`src/include/dlsm_regs.svh`:
```
// Register offsets, reset values and field sizes of the descriptor list maps
`ifndef DLSM_REGS_SVH
`define DLSM_REGS_SVH

`define DLSM_ADDR_W        10
`define DLSM_DATA_W        32
`define DLSM_SLOT_W        5
`define DLSM_SLOTS         32

`define DLSM_ISO_DONE_OFS  10'h130
`define DLSM_ISO_SKIP_OFS  10'h134
`define DLSM_ISO_LAST_OFS  10'h138
`define DLSM_INTR_DONE_OFS 10'h140
`define DLSM_INTR_SKIP_OFS 10'h144
`define DLSM_INTR_LAST_OFS 10'h148
`define DLSM_ASYNC_DONE_OFS 10'h150
`define DLSM_ASYNC_SKIP_OFS 10'h154

`define DLSM_DONE_RST      32'h0000_0000
`define DLSM_SKIP_RST      32'hFFFF_FFFF
`define DLSM_LAST_RST      32'h0000_0000
`define DLSM_NO_LAST       32'h0000_0000

`endif

```
`src/include/dlsm_pkg.sv`:
```
// Types shared by the descriptor list map block
`default_nettype none
package dlsm_pkg;

  // Slot offered by a scanner to the descriptor engine
  typedef struct packed {
    logic       valid;
    logic [4:0] slot;
  } dlsm_offer_t;

  // Engine answer for one category
  typedef struct packed {
    logic       ack;
    logic       done;
    logic [4:0] done_slot;
  } dlsm_event_t;

  typedef enum logic [1:0] {
    DLSM_ST_IDLE  = 2'b00,
    DLSM_ST_SEEK  = 2'b01,
    DLSM_ST_OFFER = 2'b10
  } dlsm_scan_st_t;

endpackage
`default_nettype wire

```
`src/logic/dlsm_done_map.sv`:
```
// Completion map with read-to-clear and set priority
`timescale 1ns/10ps
`default_nettype none
`include "dlsm_regs.svh"
module dlsm_done_map
  import dlsm_pkg::*;
(
  input  wire logic        i_core_clk,
  input  wire logic        i_rstn,
  input  wire dlsm_event_t i_event,
  input  wire logic        i_rd_clr,
  output var  logic [31:0] o_map
);

  logic [31:0] map_reg;
  logic [31:0] map_next;
  logic [31:0] set_vec;

  always_comb begin
    set_vec = '0;
    if (i_event.done) begin
      set_vec[i_event.done_slot] = 1'b1;
    end
    map_next = map_reg;
    if (i_rd_clr) begin
      map_next = '0;
    end
    map_next = map_next | set_vec;
  end

  always_ff @(posedge i_core_clk or negedge i_rstn) begin
    if (!i_rstn) begin
      map_reg <= `DLSM_DONE_RST;
    end else begin
      map_reg <= map_next;
    end
  end

  assign o_map = map_reg;

endmodule // dlsm_done_map
`default_nettype wire

```
`src/logic/dlsm_scanner.sv`:
```
// Slot scanner for one category: skips, wraps at the last-slot marker
`timescale 1ns/10ps
`default_nettype none
`include "dlsm_regs.svh"
module dlsm_scanner
  import dlsm_pkg::*;
(
  input  wire logic        i_core_clk,
  input  wire logic        i_rstn,
  input  wire logic        i_scan_en,
  input  wire logic [31:0] i_skip_map,
  input  wire logic [31:0] i_last_map,
  input  wire logic        i_ack,
  output var  dlsm_offer_t o_offer
);

  dlsm_scan_st_t st_reg;
  dlsm_scan_st_t st_next;
  logic [4:0]    slot_reg;
  logic [4:0]    slot_next;
  logic          valid_reg;
  logic          valid_next;

  // Sequential successor; link fields play no part
  function automatic logic [4:0] next_slot(input logic [4:0] cur, input logic [31:0] last);
    if (last[cur] || cur == 5'h1F) begin
      next_slot = 5'h00;
    end else begin
      next_slot = cur + 5'h01;
    end
  endfunction

  always_comb begin
    st_next   = st_reg;
    slot_next = slot_reg;
    case (st_reg)
      DLSM_ST_IDLE: begin
        slot_next = 5'h00;
        if (i_scan_en) begin
          st_next = DLSM_ST_SEEK;
        end
      end
      DLSM_ST_SEEK: begin
        if (!i_scan_en) begin
          st_next = DLSM_ST_IDLE;
        end else if (i_skip_map[slot_reg]) begin
          slot_next = next_slot(slot_reg, i_last_map);
        end else begin
          st_next = DLSM_ST_OFFER;
        end
      end
      DLSM_ST_OFFER: begin
        if (!i_scan_en) begin
          st_next = DLSM_ST_IDLE;
        end else if (i_ack || i_skip_map[slot_reg]) begin
          slot_next = next_slot(slot_reg, i_last_map);
          st_next   = DLSM_ST_SEEK;
        end
      end
      default: begin
        st_next   = DLSM_ST_IDLE;
        slot_next = 5'h00;
      end
    endcase
    // Offer flag registered so the top output comes from a flop
    valid_next = (st_next == DLSM_ST_OFFER);
  end

  always_ff @(posedge i_core_clk or negedge i_rstn) begin
    if (!i_rstn) begin
      st_reg    <= DLSM_ST_IDLE;
      slot_reg  <= 5'h00;
      valid_reg <= 1'b0;
    end else begin
      st_reg    <= st_next;
      slot_reg  <= slot_next;
      valid_reg <= valid_next;
    end
  end

  assign o_offer.valid = valid_reg;
  assign o_offer.slot  = slot_reg;

endmodule // dlsm_scanner
`default_nettype wire

```
`src/logic/dlsm_list_maps.sv`:
```
// Register bank of completion and skip maps for three categories and last-slot maps for iso and intr
`timescale 1ns/10ps
`default_nettype none
`include "dlsm_regs.svh"
module dlsm_list_maps
  import dlsm_pkg::*;
(
  input  wire logic        i_core_clk,
  input  wire logic        i_rstn,
  // Processor register port
  input  wire logic        i_cs,
  input  wire logic        i_rd,
  input  wire logic        i_wr,
  input  wire logic [9:0]  i_addr,
  input  wire logic [31:0] i_wdata,
  output var  logic [31:0] o_rdata,
  output var  logic        o_rvalid,
  // Scan enables from controller schedule
  input  wire logic        i_iso_scan_en,
  input  wire logic        i_intr_scan_en,
  input  wire logic        i_async_scan_en,
  // Descriptor engine answers
  input  wire dlsm_event_t i_iso_event,
  input  wire dlsm_event_t i_intr_event,
  input  wire dlsm_event_t i_async_event,
  // Slots offered to the descriptor engine
  output var  dlsm_offer_t o_iso_offer,
  output var  dlsm_offer_t o_intr_offer,
  output var  dlsm_offer_t o_async_offer
);

  logic [31:0] iso_skip_reg;
  logic [31:0] iso_skip_next;
  logic [31:0] intr_skip_reg;
  logic [31:0] intr_skip_next;
  logic [31:0] async_skip_reg;
  logic [31:0] async_skip_next;
  logic [31:0] iso_last_reg;
  logic [31:0] iso_last_next;
  logic [31:0] intr_last_reg;
  logic [31:0] intr_last_next;
  logic [31:0] rdata_reg;
  logic [31:0] rdata_next;
  logic        rvalid_reg;
  logic        rvalid_next;

  logic [31:0] iso_done;
  logic [31:0] intr_done;
  logic [31:0] async_done;
  logic        iso_rd_clr;
  logic        intr_rd_clr;
  logic        async_rd_clr;
  logic        rd_strobe;
  logic        wr_strobe;

  // Address match for one register
  function automatic logic hit(input logic [9:0] addr, input logic [9:0] ofs);
    hit = (addr == ofs);
  endfunction

  assign rd_strobe = i_cs && i_rd;
  assign wr_strobe = i_cs && i_wr;

  assign iso_rd_clr   = rd_strobe && hit(i_addr, `DLSM_ISO_DONE_OFS);
  assign intr_rd_clr  = rd_strobe && hit(i_addr, `DLSM_INTR_DONE_OFS);
  assign async_rd_clr = rd_strobe && hit(i_addr, `DLSM_ASYNC_DONE_OFS);

  // Writable maps
  always_comb begin
    iso_skip_next   = iso_skip_reg;
    intr_skip_next  = intr_skip_reg;
    async_skip_next = async_skip_reg;
    iso_last_next   = iso_last_reg;
    intr_last_next  = intr_last_reg;
    if (wr_strobe) begin
      if (hit(i_addr, `DLSM_ISO_SKIP_OFS)) begin
        iso_skip_next = i_wdata;
      end
      if (hit(i_addr, `DLSM_INTR_SKIP_OFS)) begin
        intr_skip_next = i_wdata;
      end
      if (hit(i_addr, `DLSM_ASYNC_SKIP_OFS)) begin
        async_skip_next = i_wdata;
      end
      if (hit(i_addr, `DLSM_ISO_LAST_OFS)) begin
        iso_last_next = i_wdata;
      end
      if (hit(i_addr, `DLSM_INTR_LAST_OFS)) begin
        intr_last_next = i_wdata;
      end
    end
  end

  always_ff @(posedge i_core_clk or negedge i_rstn) begin
    if (!i_rstn) begin
      iso_skip_reg   <= `DLSM_SKIP_RST;
      intr_skip_reg  <= `DLSM_SKIP_RST;
      async_skip_reg <= `DLSM_SKIP_RST;
      iso_last_reg   <= `DLSM_LAST_RST;
      intr_last_reg  <= `DLSM_LAST_RST;
    end else begin
      iso_skip_reg   <= iso_skip_next;
      intr_skip_reg  <= intr_skip_next;
      async_skip_reg <= async_skip_next;
      iso_last_reg   <= iso_last_next;
      intr_last_reg  <= intr_last_next;
    end
  end

  // Read path; unmapped offsets return zero
  always_comb begin
    rvalid_next = rd_strobe;
    rdata_next  = '0;
    if (rd_strobe) begin
      case (i_addr)
        `DLSM_ISO_DONE_OFS:   rdata_next = iso_done;
        `DLSM_ISO_SKIP_OFS:   rdata_next = iso_skip_reg;
        `DLSM_ISO_LAST_OFS:   rdata_next = iso_last_reg;
        `DLSM_INTR_DONE_OFS:  rdata_next = intr_done;
        `DLSM_INTR_SKIP_OFS:  rdata_next = intr_skip_reg;
        `DLSM_INTR_LAST_OFS:  rdata_next = intr_last_reg;
        `DLSM_ASYNC_DONE_OFS: rdata_next = async_done;
        `DLSM_ASYNC_SKIP_OFS: rdata_next = async_skip_reg;
        default:              rdata_next = '0;
      endcase
    end
  end

  always_ff @(posedge i_core_clk or negedge i_rstn) begin
    if (!i_rstn) begin
      rdata_reg  <= 32'h0000_0000;
      rvalid_reg <= 1'b0;
    end else begin
      rdata_reg  <= rdata_next;
      rvalid_reg <= rvalid_next;
    end
  end

  assign o_rdata  = rdata_reg;
  assign o_rvalid = rvalid_reg;

  // Completion maps
  dlsm_done_map u_iso_done (
    .i_core_clk (i_core_clk),
    .i_rstn     (i_rstn),
    .i_event    (i_iso_event),
    .i_rd_clr   (iso_rd_clr),
    .o_map      (iso_done)
  );

  dlsm_done_map u_intr_done (
    .i_core_clk (i_core_clk),
    .i_rstn     (i_rstn),
    .i_event    (i_intr_event),
    .i_rd_clr   (intr_rd_clr),
    .o_map      (intr_done)
  );

  dlsm_done_map u_async_done (
    .i_core_clk (i_core_clk),
    .i_rstn     (i_rstn),
    .i_event    (i_async_event),
    .i_rd_clr   (async_rd_clr),
    .o_map      (async_done)
  );

  // Scanners
  dlsm_scanner u_iso_scan (
    .i_core_clk (i_core_clk),
    .i_rstn     (i_rstn),
    .i_scan_en  (i_iso_scan_en),
    .i_skip_map (iso_skip_reg),
    .i_last_map (iso_last_reg),
    .i_ack      (i_iso_event.ack),
    .o_offer    (o_iso_offer)
  );

  dlsm_scanner u_intr_scan (
    .i_core_clk (i_core_clk),
    .i_rstn     (i_rstn),
    .i_scan_en  (i_intr_scan_en),
    .i_skip_map (intr_skip_reg),
    .i_last_map (intr_last_reg),
    .i_ack      (i_intr_event.ack),
    .o_offer    (o_intr_offer)
  );

  // Async category has no last-slot map here: full 32-slot pass
  dlsm_scanner u_async_scan (
    .i_core_clk (i_core_clk),
    .i_rstn     (i_rstn),
    .i_scan_en  (i_async_scan_en),
    .i_skip_map (async_skip_reg),
    .i_last_map (`DLSM_NO_LAST),
    .i_ack      (i_async_event.ack),
    .o_offer    (o_async_offer)
  );

endmodule // dlsm_list_maps
`default_nettype wire

```
`config.mk`:
```
export PLATFORM = sky130hd
export DESIGN_NAME = dlsm_list_maps
export DESIGN_NICKNAME = d
export VERILOG_FILES = /design/src/include/dlsm_pkg.sv /design/src/logic/dlsm_done_map.sv /design/src/logic/dlsm_scanner.sv /design/src/logic/dlsm_list_maps.sv
export VERILOG_INCLUDE_DIRS = /design/src /design/src/include
export SDC_FILE = /design/constraint.sdc
export NUM_CORES = 1
export LEC_CHECK = 0
export BUFFER_PORTS_ARGS = -buffer_cell sky130_fd_sc_hd__clkbuf_2
export CAP_MARGIN = 20
export CORE_ASPECT_RATIO = 0.8
export CORE_UTILIZATION = 54
export DETAILED_ROUTE_END_ITERATION = 12
export GPL_ROUTABILITY_DRIVEN = 0
export PLACE_DENSITY = 0.79
export SYNTH_ARGS = -nofsm -noshare
export SYNTH_HDL_FRONTEND = slang
export SYNTH_SLANG_ARGS = --single-unit
export TNS_END_PERCENT = 5
```
`constraint.sdc`:
```
create_clock -name i_core_clk -period 2.3 [get_ports i_core_clk]
set_clock_uncertainty 0.15 [all_clocks]
set_input_delay 0.115 -clock i_core_clk [delete_from_list [all_inputs] [get_ports i_core_clk]]
set_output_delay 0.115 -clock i_core_clk [all_outputs]
set_load 0.02 [all_outputs]
```
* Yosys cells after proc, flatten, opt, wreduce, memory -nomap -nowiden
Memory sizes are Yosys's and may differ from the RTL's.
Cells that the tools add are included.
** Word-level totals
- Bits in registers :: 313
- Memory bits (read-only) :: 32
- Bits of input ports :: 71
- Output and inout port bits :: 51
- Word-level logic and storage cells :: 153
- Memories kept :: 1
** Memory list
- (no name shown) :: words 32, bits a word 1, read ports 1, clocked after Yosys merged registers in 0, wr ports 0, line dlsm_scanner.sv:26 : if (last[cur] || cur == 5'h1F) begin
** Operators by class
- Add/subtract/negate cells :: 3
- Magnitude comparators :: 9
- Eq/ne operators :: 32
- Muxes and demuxes :: 61
- Bitwise operators :: 3
- Reductions and logical operators :: 25
** Operator list (count)
- $pmux W32 S8 :: 1
- $mux W32 :: 7
- $or A32 B32 Y32 :: 3
- $eq A10 B9 Y1 const B :: 8
- $mux W5 :: 15
- $lt A5 B6 Y1 const B :: 6
- $mux W2 :: 15
- $pmux W5 S2 :: 3
- $bmux W1 S5 :: 5
- $pmux W2 S3 :: 3
- $add A5 B1 Y5 const B :: 3
- $demux W1 S5 :: 3
- $eq A5 B5 Y1 const B :: 3
- $ge A5 B1 Y1 const B :: 3
- $eq A2 B2 Y1 const B :: 6
- $ne A2 B1 Y1 const B :: 6
- $ne A2 B2 Y1 const B :: 6
- $reduce_and A4 Y1 :: 3
- $reduce_and A2 Y1 :: 5
- $mux W1 :: 9
- $logic_and A1 B1 Y1 :: 8
- $eq A2 B1 Y1 const B :: 3
- $logic_not A2 Y1 :: 3
- $logic_or A1 B1 Y1 :: 6

* Logic depth before layout (Yosys ltp)
- Depth after elaboration :: 7
- Mapped depth :: 9
- Mapped depth without buffers :: 8

* Cells and area by module
From an unflattened synthesis, not the netlist that was laid out.
** Unflattened totals
- Cells, all modules :: 1391
- Area total of the unflattened synthesis :: 16548.4 um^2
** Modules (own cells, without submodules)
- dlsm_list_maps :: instances 1, cells an instance 716, area each 9330.2 um^2
- dlsm_done_map :: instances 3, cells an instance 112, area each 1277.5 um^2
- dlsm_scanner :: instances 3, cells an instance 113, area each 1128.6 um^2

* Worst setup path before layout
Ideal clock, no wire load.
- Path type :: reg2reg
- From :: register u_iso_scan.slot_reg[0]
- To :: register u_iso_scan.slot_reg[3]
- Setup time :: 126 ps
- Data arrival time :: 2416 ps
- Slack :: -392 ps
- Stages on the path, launching flop included :: 9
- Buffers on the path :: 1
- Cell sequence :: dfrtp_1 -> buf_6 -> mux4_2 -> mux4_2 -> nor2b_2 -> a21oi_2 -> a21oi_4 -> nor2_2 -> a221o_1
** Between the ends
- Word-level cells in the longest chain between the ends :: 7
- Elaborated cells between the ends (all ways) :: 17
- Those cells by class :: 1 x add/sub; 3 x eq/ne; 10 x mux; 3 x reduce/logical
** RTL lines
- from (decl) :: line dlsm_scanner.sv:19 : logic [4:0] slot_reg;
- from (signal assigned) :: line dlsm_scanner.sv:76 : slot_reg <= slot_next;
- $bmux W1 S5 :: line dlsm_scanner.sv:26
- $mux W1 (not written as such) :: line dlsm_scanner.sv:26
- $logic_or A1 B1 Y1 :: line dlsm_scanner.sv:26
- $mux W5 :: line dlsm_scanner.sv:26
- $mux W5, on equally long branches :: line dlsm_scanner.sv:55, dlsm_scanner.sv:46
- $mux W5, on equally long branches :: line dlsm_scanner.sv:53, dlsm_scanner.sv:44
- $pmux W5 S2 :: line dlsm_scanner.sv:36 : case (st_reg)
Several ways; a longest one is shown, not always the timed one. The select of a mux whose other input is x is not followed.
A chain may end at the register's enable or synchronous reset.

* Worst setup path in the final report
- From :: register u_iso_scan.slot_reg[0]
- To :: register u_iso_scan.slot_reg[2]
The elaborated chain is that of the path after synthesis.

==> results.txt <==
----------------------------------------------------
[Outcome]
  Violations in the final reports ... negative hold slack, negative setup slack
  Result of the run ... finished with violations

[Power and ir drop]
  Static leakage ... 8.202 nW
  Seq pwr share ... 44.4%
  Maximum vdd drop ... 605.0 uV
  Switching part of the total ... 28.35%
  Switching power ... 4.151 mW
  Comb power frac ... 21.1%
  Clk network pwr share ... 34.5%
  Cell internal power dissipation ... 10.49 mW
  PwrDens ... 786.0 nW/um^2

[Floorplan]
  Cell row count ... 54
  X dimension of the die ... 187.9 um
  Std-Cell Core Area ... 27230 sq um
  Total I/O pin count ... 122
  Starting utilization of the core area ... 54.85%
  Die extent in y ... 150.7 um
  DIE AREA ... 28330 sq um

[Placement]
  Detailed placement HPWL ... 31.54 mm
  Quantity of I/O buffers inserted on ports ... 121
  Total placed cells including tap cells ... 1679

[Yosys]
  Post-synthesis async set-or-reset flop share ... 100.0%
  Number of flops mapped to enable cells by yosys ... 0
  Count of unique library cells instantiated by Yosys ... 61
  Synthesized flop and latch total ... 313
  Synthesized cell area ... 14930 sq um
  Dominant synthesized flop cell ... sky130_fd_sc_hd__dfrtp_1
  Synthesized area per cell ... 12.67 sq um
  Proportion of synthesized chip area in sequential cells ... 53.25%
  Net Count, Synth ... 1268
  Synth Instances ... 1179
  Synth warnings ... 0

[Worst setup path]
  Critical path required time ... 2600 ps
  Capture point of the critical path ... u_iso_scan.slot_reg[2]$_DFFE_PN0P_
  FF-to-FF Start ... u_iso_scan.slot_reg[0]$_DFFE_PN0P_
  Worst EP arrival ... 2980 ps
  Setup slack of the worst register-to-register path ... -380 ps
  Worst Setup End Kind ... register
  Length in cells of the worst reg-to-reg path ... 10
  Critical Setup Path Class ... reg2reg
  End of the worst register-to-register path ... u_iso_scan.slot_reg[2]$_DFFE_PN0P_
  Maximum fanout along the worst path ... 8
  Start point of the critical path ... u_iso_scan.slot_reg[0]$_DFFE_PN0P_
  Startpoint class of the critical path ... register

[Drt]
  Overall via count from detail_route ... 11950
  Via density per instance ... 6.548
  Wire per inst ... 24.96 um
  Number of search-and-repair iterations in the first detailed-routing pass ... 8
  Post-route DRC ... 0
  First-iteration detailed-routing DRC count ... 1510
  Residual antenna-violating net count after detailed routing ... 0
  Drt total wl ... 45.55 mm

[Global route]
  Antenna violations before repair ... 1
  Wire length of the first global-routing pass ... 70.55 mm
  Total global-route track usage ... 32.91%
  Global route overflow ... 0
  Largest net degree at the start of global routing ... 77
  Number of global-route vias before repair ... 11940

[STA]
  Final hold viol count ... 2
  RSZ-0062 raised after global routing ... yes
  Worst-Margin Slew ... 862.6 ps
  Time the final worst path needs with I/O delays and setup ... 2682 ps
  Worst slack on hold paths ... -1.983 ps
  Slew HR ... 42.37%
  Final setup vio count ... 19
  Final setup slack of the worst path ... -382.2 ps
  Final count of pins violating max slew ... 0
  Achievable frequency ... 372.8 MHz
  Period utilisation layout ... 116.6%

[CTS]
  Total clock sinks ... 313
  Clock slew seen by the registers of the worst setup and hold paths ... 60 ps
  Clock insertion delay at the later pin of the skew report ... 560 ps
  Maximum buffer depth of the clock tree ... 3
  Cell at the root of the clock tree ... sky130_fd_sc_hd__clkbuf_16
  Level count of the clock H-tree ... 1
  Number of buffers added by the clock tree synthesis step ... 30
  TritonCTS clock tree ... built

[Final layout]
  Fillcell total ... 1878
  Non-Filler Instances ... 1825
  Area Overhead vs Synth ... 24.74%
  Diodes inserted ... 0
  Ratio of cells with drive above 1 in the final layout ... 41.55%
  Post-layout util ... 68.42%
  NumNets Final ... 1526

[Worst hold path]
  Worst hold-check path type ... in2async

[Run]
  Max-cap violations ... 0

----------------------------------------------------
[synth_stat cells (5+ instances only)]
library cell               count  share of area (%)
sky130_fd_sc_hd__a31oi_1      32                1.3
sky130_fd_sc_hd__nand3_1      14               0.47
sky130_fd_sc_hd__nor3b_1      13               0.65
sky130_fd_sc_hd__nor2b_1       6               0.25
sky130_fd_sc_hd__and3b_1       5               0.29
sky130_fd_sc_hd__a222oi_1     32                2.1
sky130_fd_sc_hd__nor2_1       51                1.3
sky130_fd_sc_hd__dfrtp_1     217                 36
sky130_fd_sc_hd__a22o_1       52                3.0
sky130_fd_sc_hd__a211oi_1      6               0.30
sky130_fd_sc_hd__nand3b_1     13               0.65
sky130_fd_sc_hd__ha_1         18                1.5
sky130_fd_sc_hd__o21ai_0      57                1.9
sky130_fd_sc_hd__nand2_1      72                1.8
sky130_fd_sc_hd__mux2_2      159                 12
sky130_fd_sc_hd__buf_4         6               0.30
sky130_fd_sc_hd__a21oi_1      41                1.4
sky130_fd_sc_hd__o221ai_1      6               0.35
sky130_fd_sc_hd__nor3_1        8               0.27
sky130_fd_sc_hd__inv_1        15               0.38
sky130_fd_sc_hd__mux2i_1      41                2.7
sky130_fd_sc_hd__dfstp_2      96                 17
sky130_fd_sc_hd__a22oi_1      33                1.7
sky130_fd_sc_hd__and2_1        6               0.25
sky130_fd_sc_hd__and3_1       12               0.50
sky130_fd_sc_hd__mux4_2       41                6.2
sky130_fd_sc_hd__buf_2        14               0.47
sky130_fd_sc_hd__clkbuf_1     56                1.4
sky130_fd_sc_hd__nand2b_1      5               0.21
[metrics by stage]
| step | cell area, sq um | TNS, ps | setup WS (ps) | power, mW | hold slack [ps] |
|---|---|---|---|---|---|
| 2_1_floorplan | 14950 | -2879 | -277.9 | 8.103 | -330.6 |
| 3_3_place_gp | 16600 | -3147 | -326.5 | 8.969 | 27.34 |
| 3_5_place_dp | 16600 | -4524 | -379.2 | 9.110 | 16.48 |
| 4_1_cts | 18580 | -3860 | -334.1 | 14.56 | 20.27 |
| 5_1_grt | 18630 | -5574 | -433.7 | 15.18 | 65.54 |
| 6_report | 18630 | -4382 | -382.2 | 14.64 | -1.983 |
[final cells by class]
type	instances	area, sq um	area share, %
flip-flops and latches	313	7956	42.71
multi-input cells	769	6665	35.78
well taps	364	455.4	2.445
clock buffers	47	915.9	4.916
clock inverters	9	97.59	0.5239
inverters	15	56.30	0.3022
repair buffers	308	2482	13.33
[placed cells by master, fill, tap and decap left out, drive strengths merged, types with 3 or more instances in the layout]
cell type and count:
nor3b 13, mux4 42, mux2i 41, a222oi 32, inv 15, o31ai 3
a22oi 33, or3b 3, a22o 52, and3 12, nand2 72, a31oi 32
or2 4, and3b 5, mux2 162, dlygate4sd3 77, dfstp 96, nand3 14
a211oi 6, dfrtp 217, clkbuf 167, o221ai 6, nor2 53, ha 18
a21oi 43, buf 110, o21ai 60, and2 6, nand3b 13, nor3 8
nand2b 5, nor2b 7, clkinv 6
[worst max-delay path, cell delays in order (launching register included)]
cell	delay, ps
sky130_fd_sc_hd__dfrtp_2	410
sky130_fd_sc_hd__buf_12	150
sky130_fd_sc_hd__buf_6	130
sky130_fd_sc_hd__mux4_2	370
sky130_fd_sc_hd__a211oi_1	60
sky130_fd_sc_hd__or3_1	380
sky130_fd_sc_hd__a21oi_4	260
sky130_fd_sc_hd__a21oi_4	130
sky130_fd_sc_hd__buf_4	160
sky130_fd_sc_hd__buf_4	130
sky130_fd_sc_hd__o41ai_2	230
[power groups by stage]
stage	clock (mW)	combinational, mW	sequential (mW)
finish	5.06	3.09	6.50
global route	5.32	3.32	6.53
CTS	5.11	2.99	6.47
detailed placement	0	2.51	6.60
global placement	0	2.40	6.57
floorplan	0	1.66	6.44
[metal layers]
layer | track usage [%] | part of all wire [%] | up-vias | routed length, um
met4 | 14.63 | 4.4 | 2 | 2025
met3 | 5.548 | 10 | 145 | 4754
met1 | 47.10 | 40 | 6037 | 18420
met5 | 0 | 0.018 | - | 8
li1 | - | - | 4987 | -
met2 | 49.70 | 45 | 779 | 20340
[what timing repair did]
| action | CTS | global route |
|---|---|---|
| pin swaps | 10 | 6 |
| resized for setup | 17 | 12 |
| endpoints found under the setup margin | 19 | 24 |
| endpoints found under the hold margin | 515 | 0 |
| hold buffers | 78 | 0 |
| setup buffers | 12 | 0 |
[cell families after synthesis]
group                      after synthesis  synth area share, %
AOI/OAI and AO/OA                      283                13.52
and+or+nand+nor                        223                7.540
buffers and inverters                   97                2.857
muxes                                  245                21.32
adders and majority gates               18                1.508
DFF                                    313                53.25
[worst min-delay path by stage]
stage	start	to	slack (ps)	cells after the start
after floorplan	i_rstn	intr_last_reg[0]$_DFFE_PN0P_	-330	0
after global placement	i_rstn	u_iso_scan.slot_reg[2]$_DFFE_PN0P_	30	1
after detailed placement	i_rstn	u_iso_scan.slot_reg[2]$_DFFE_PN0P_	20	1
after CTS	i_rstn	u_iso_scan.slot_reg[4]$_DFFE_PN0P_	20	2
after global routing	i_rstn	u_async_done.o_map[6]$_DFF_PN0_	70	2
final	i_rstn	u_iso_scan.slot_reg[2]$_DFFE_PN0P_	-2	2
No activity file was read; power rests on OpenSTA's default activity.
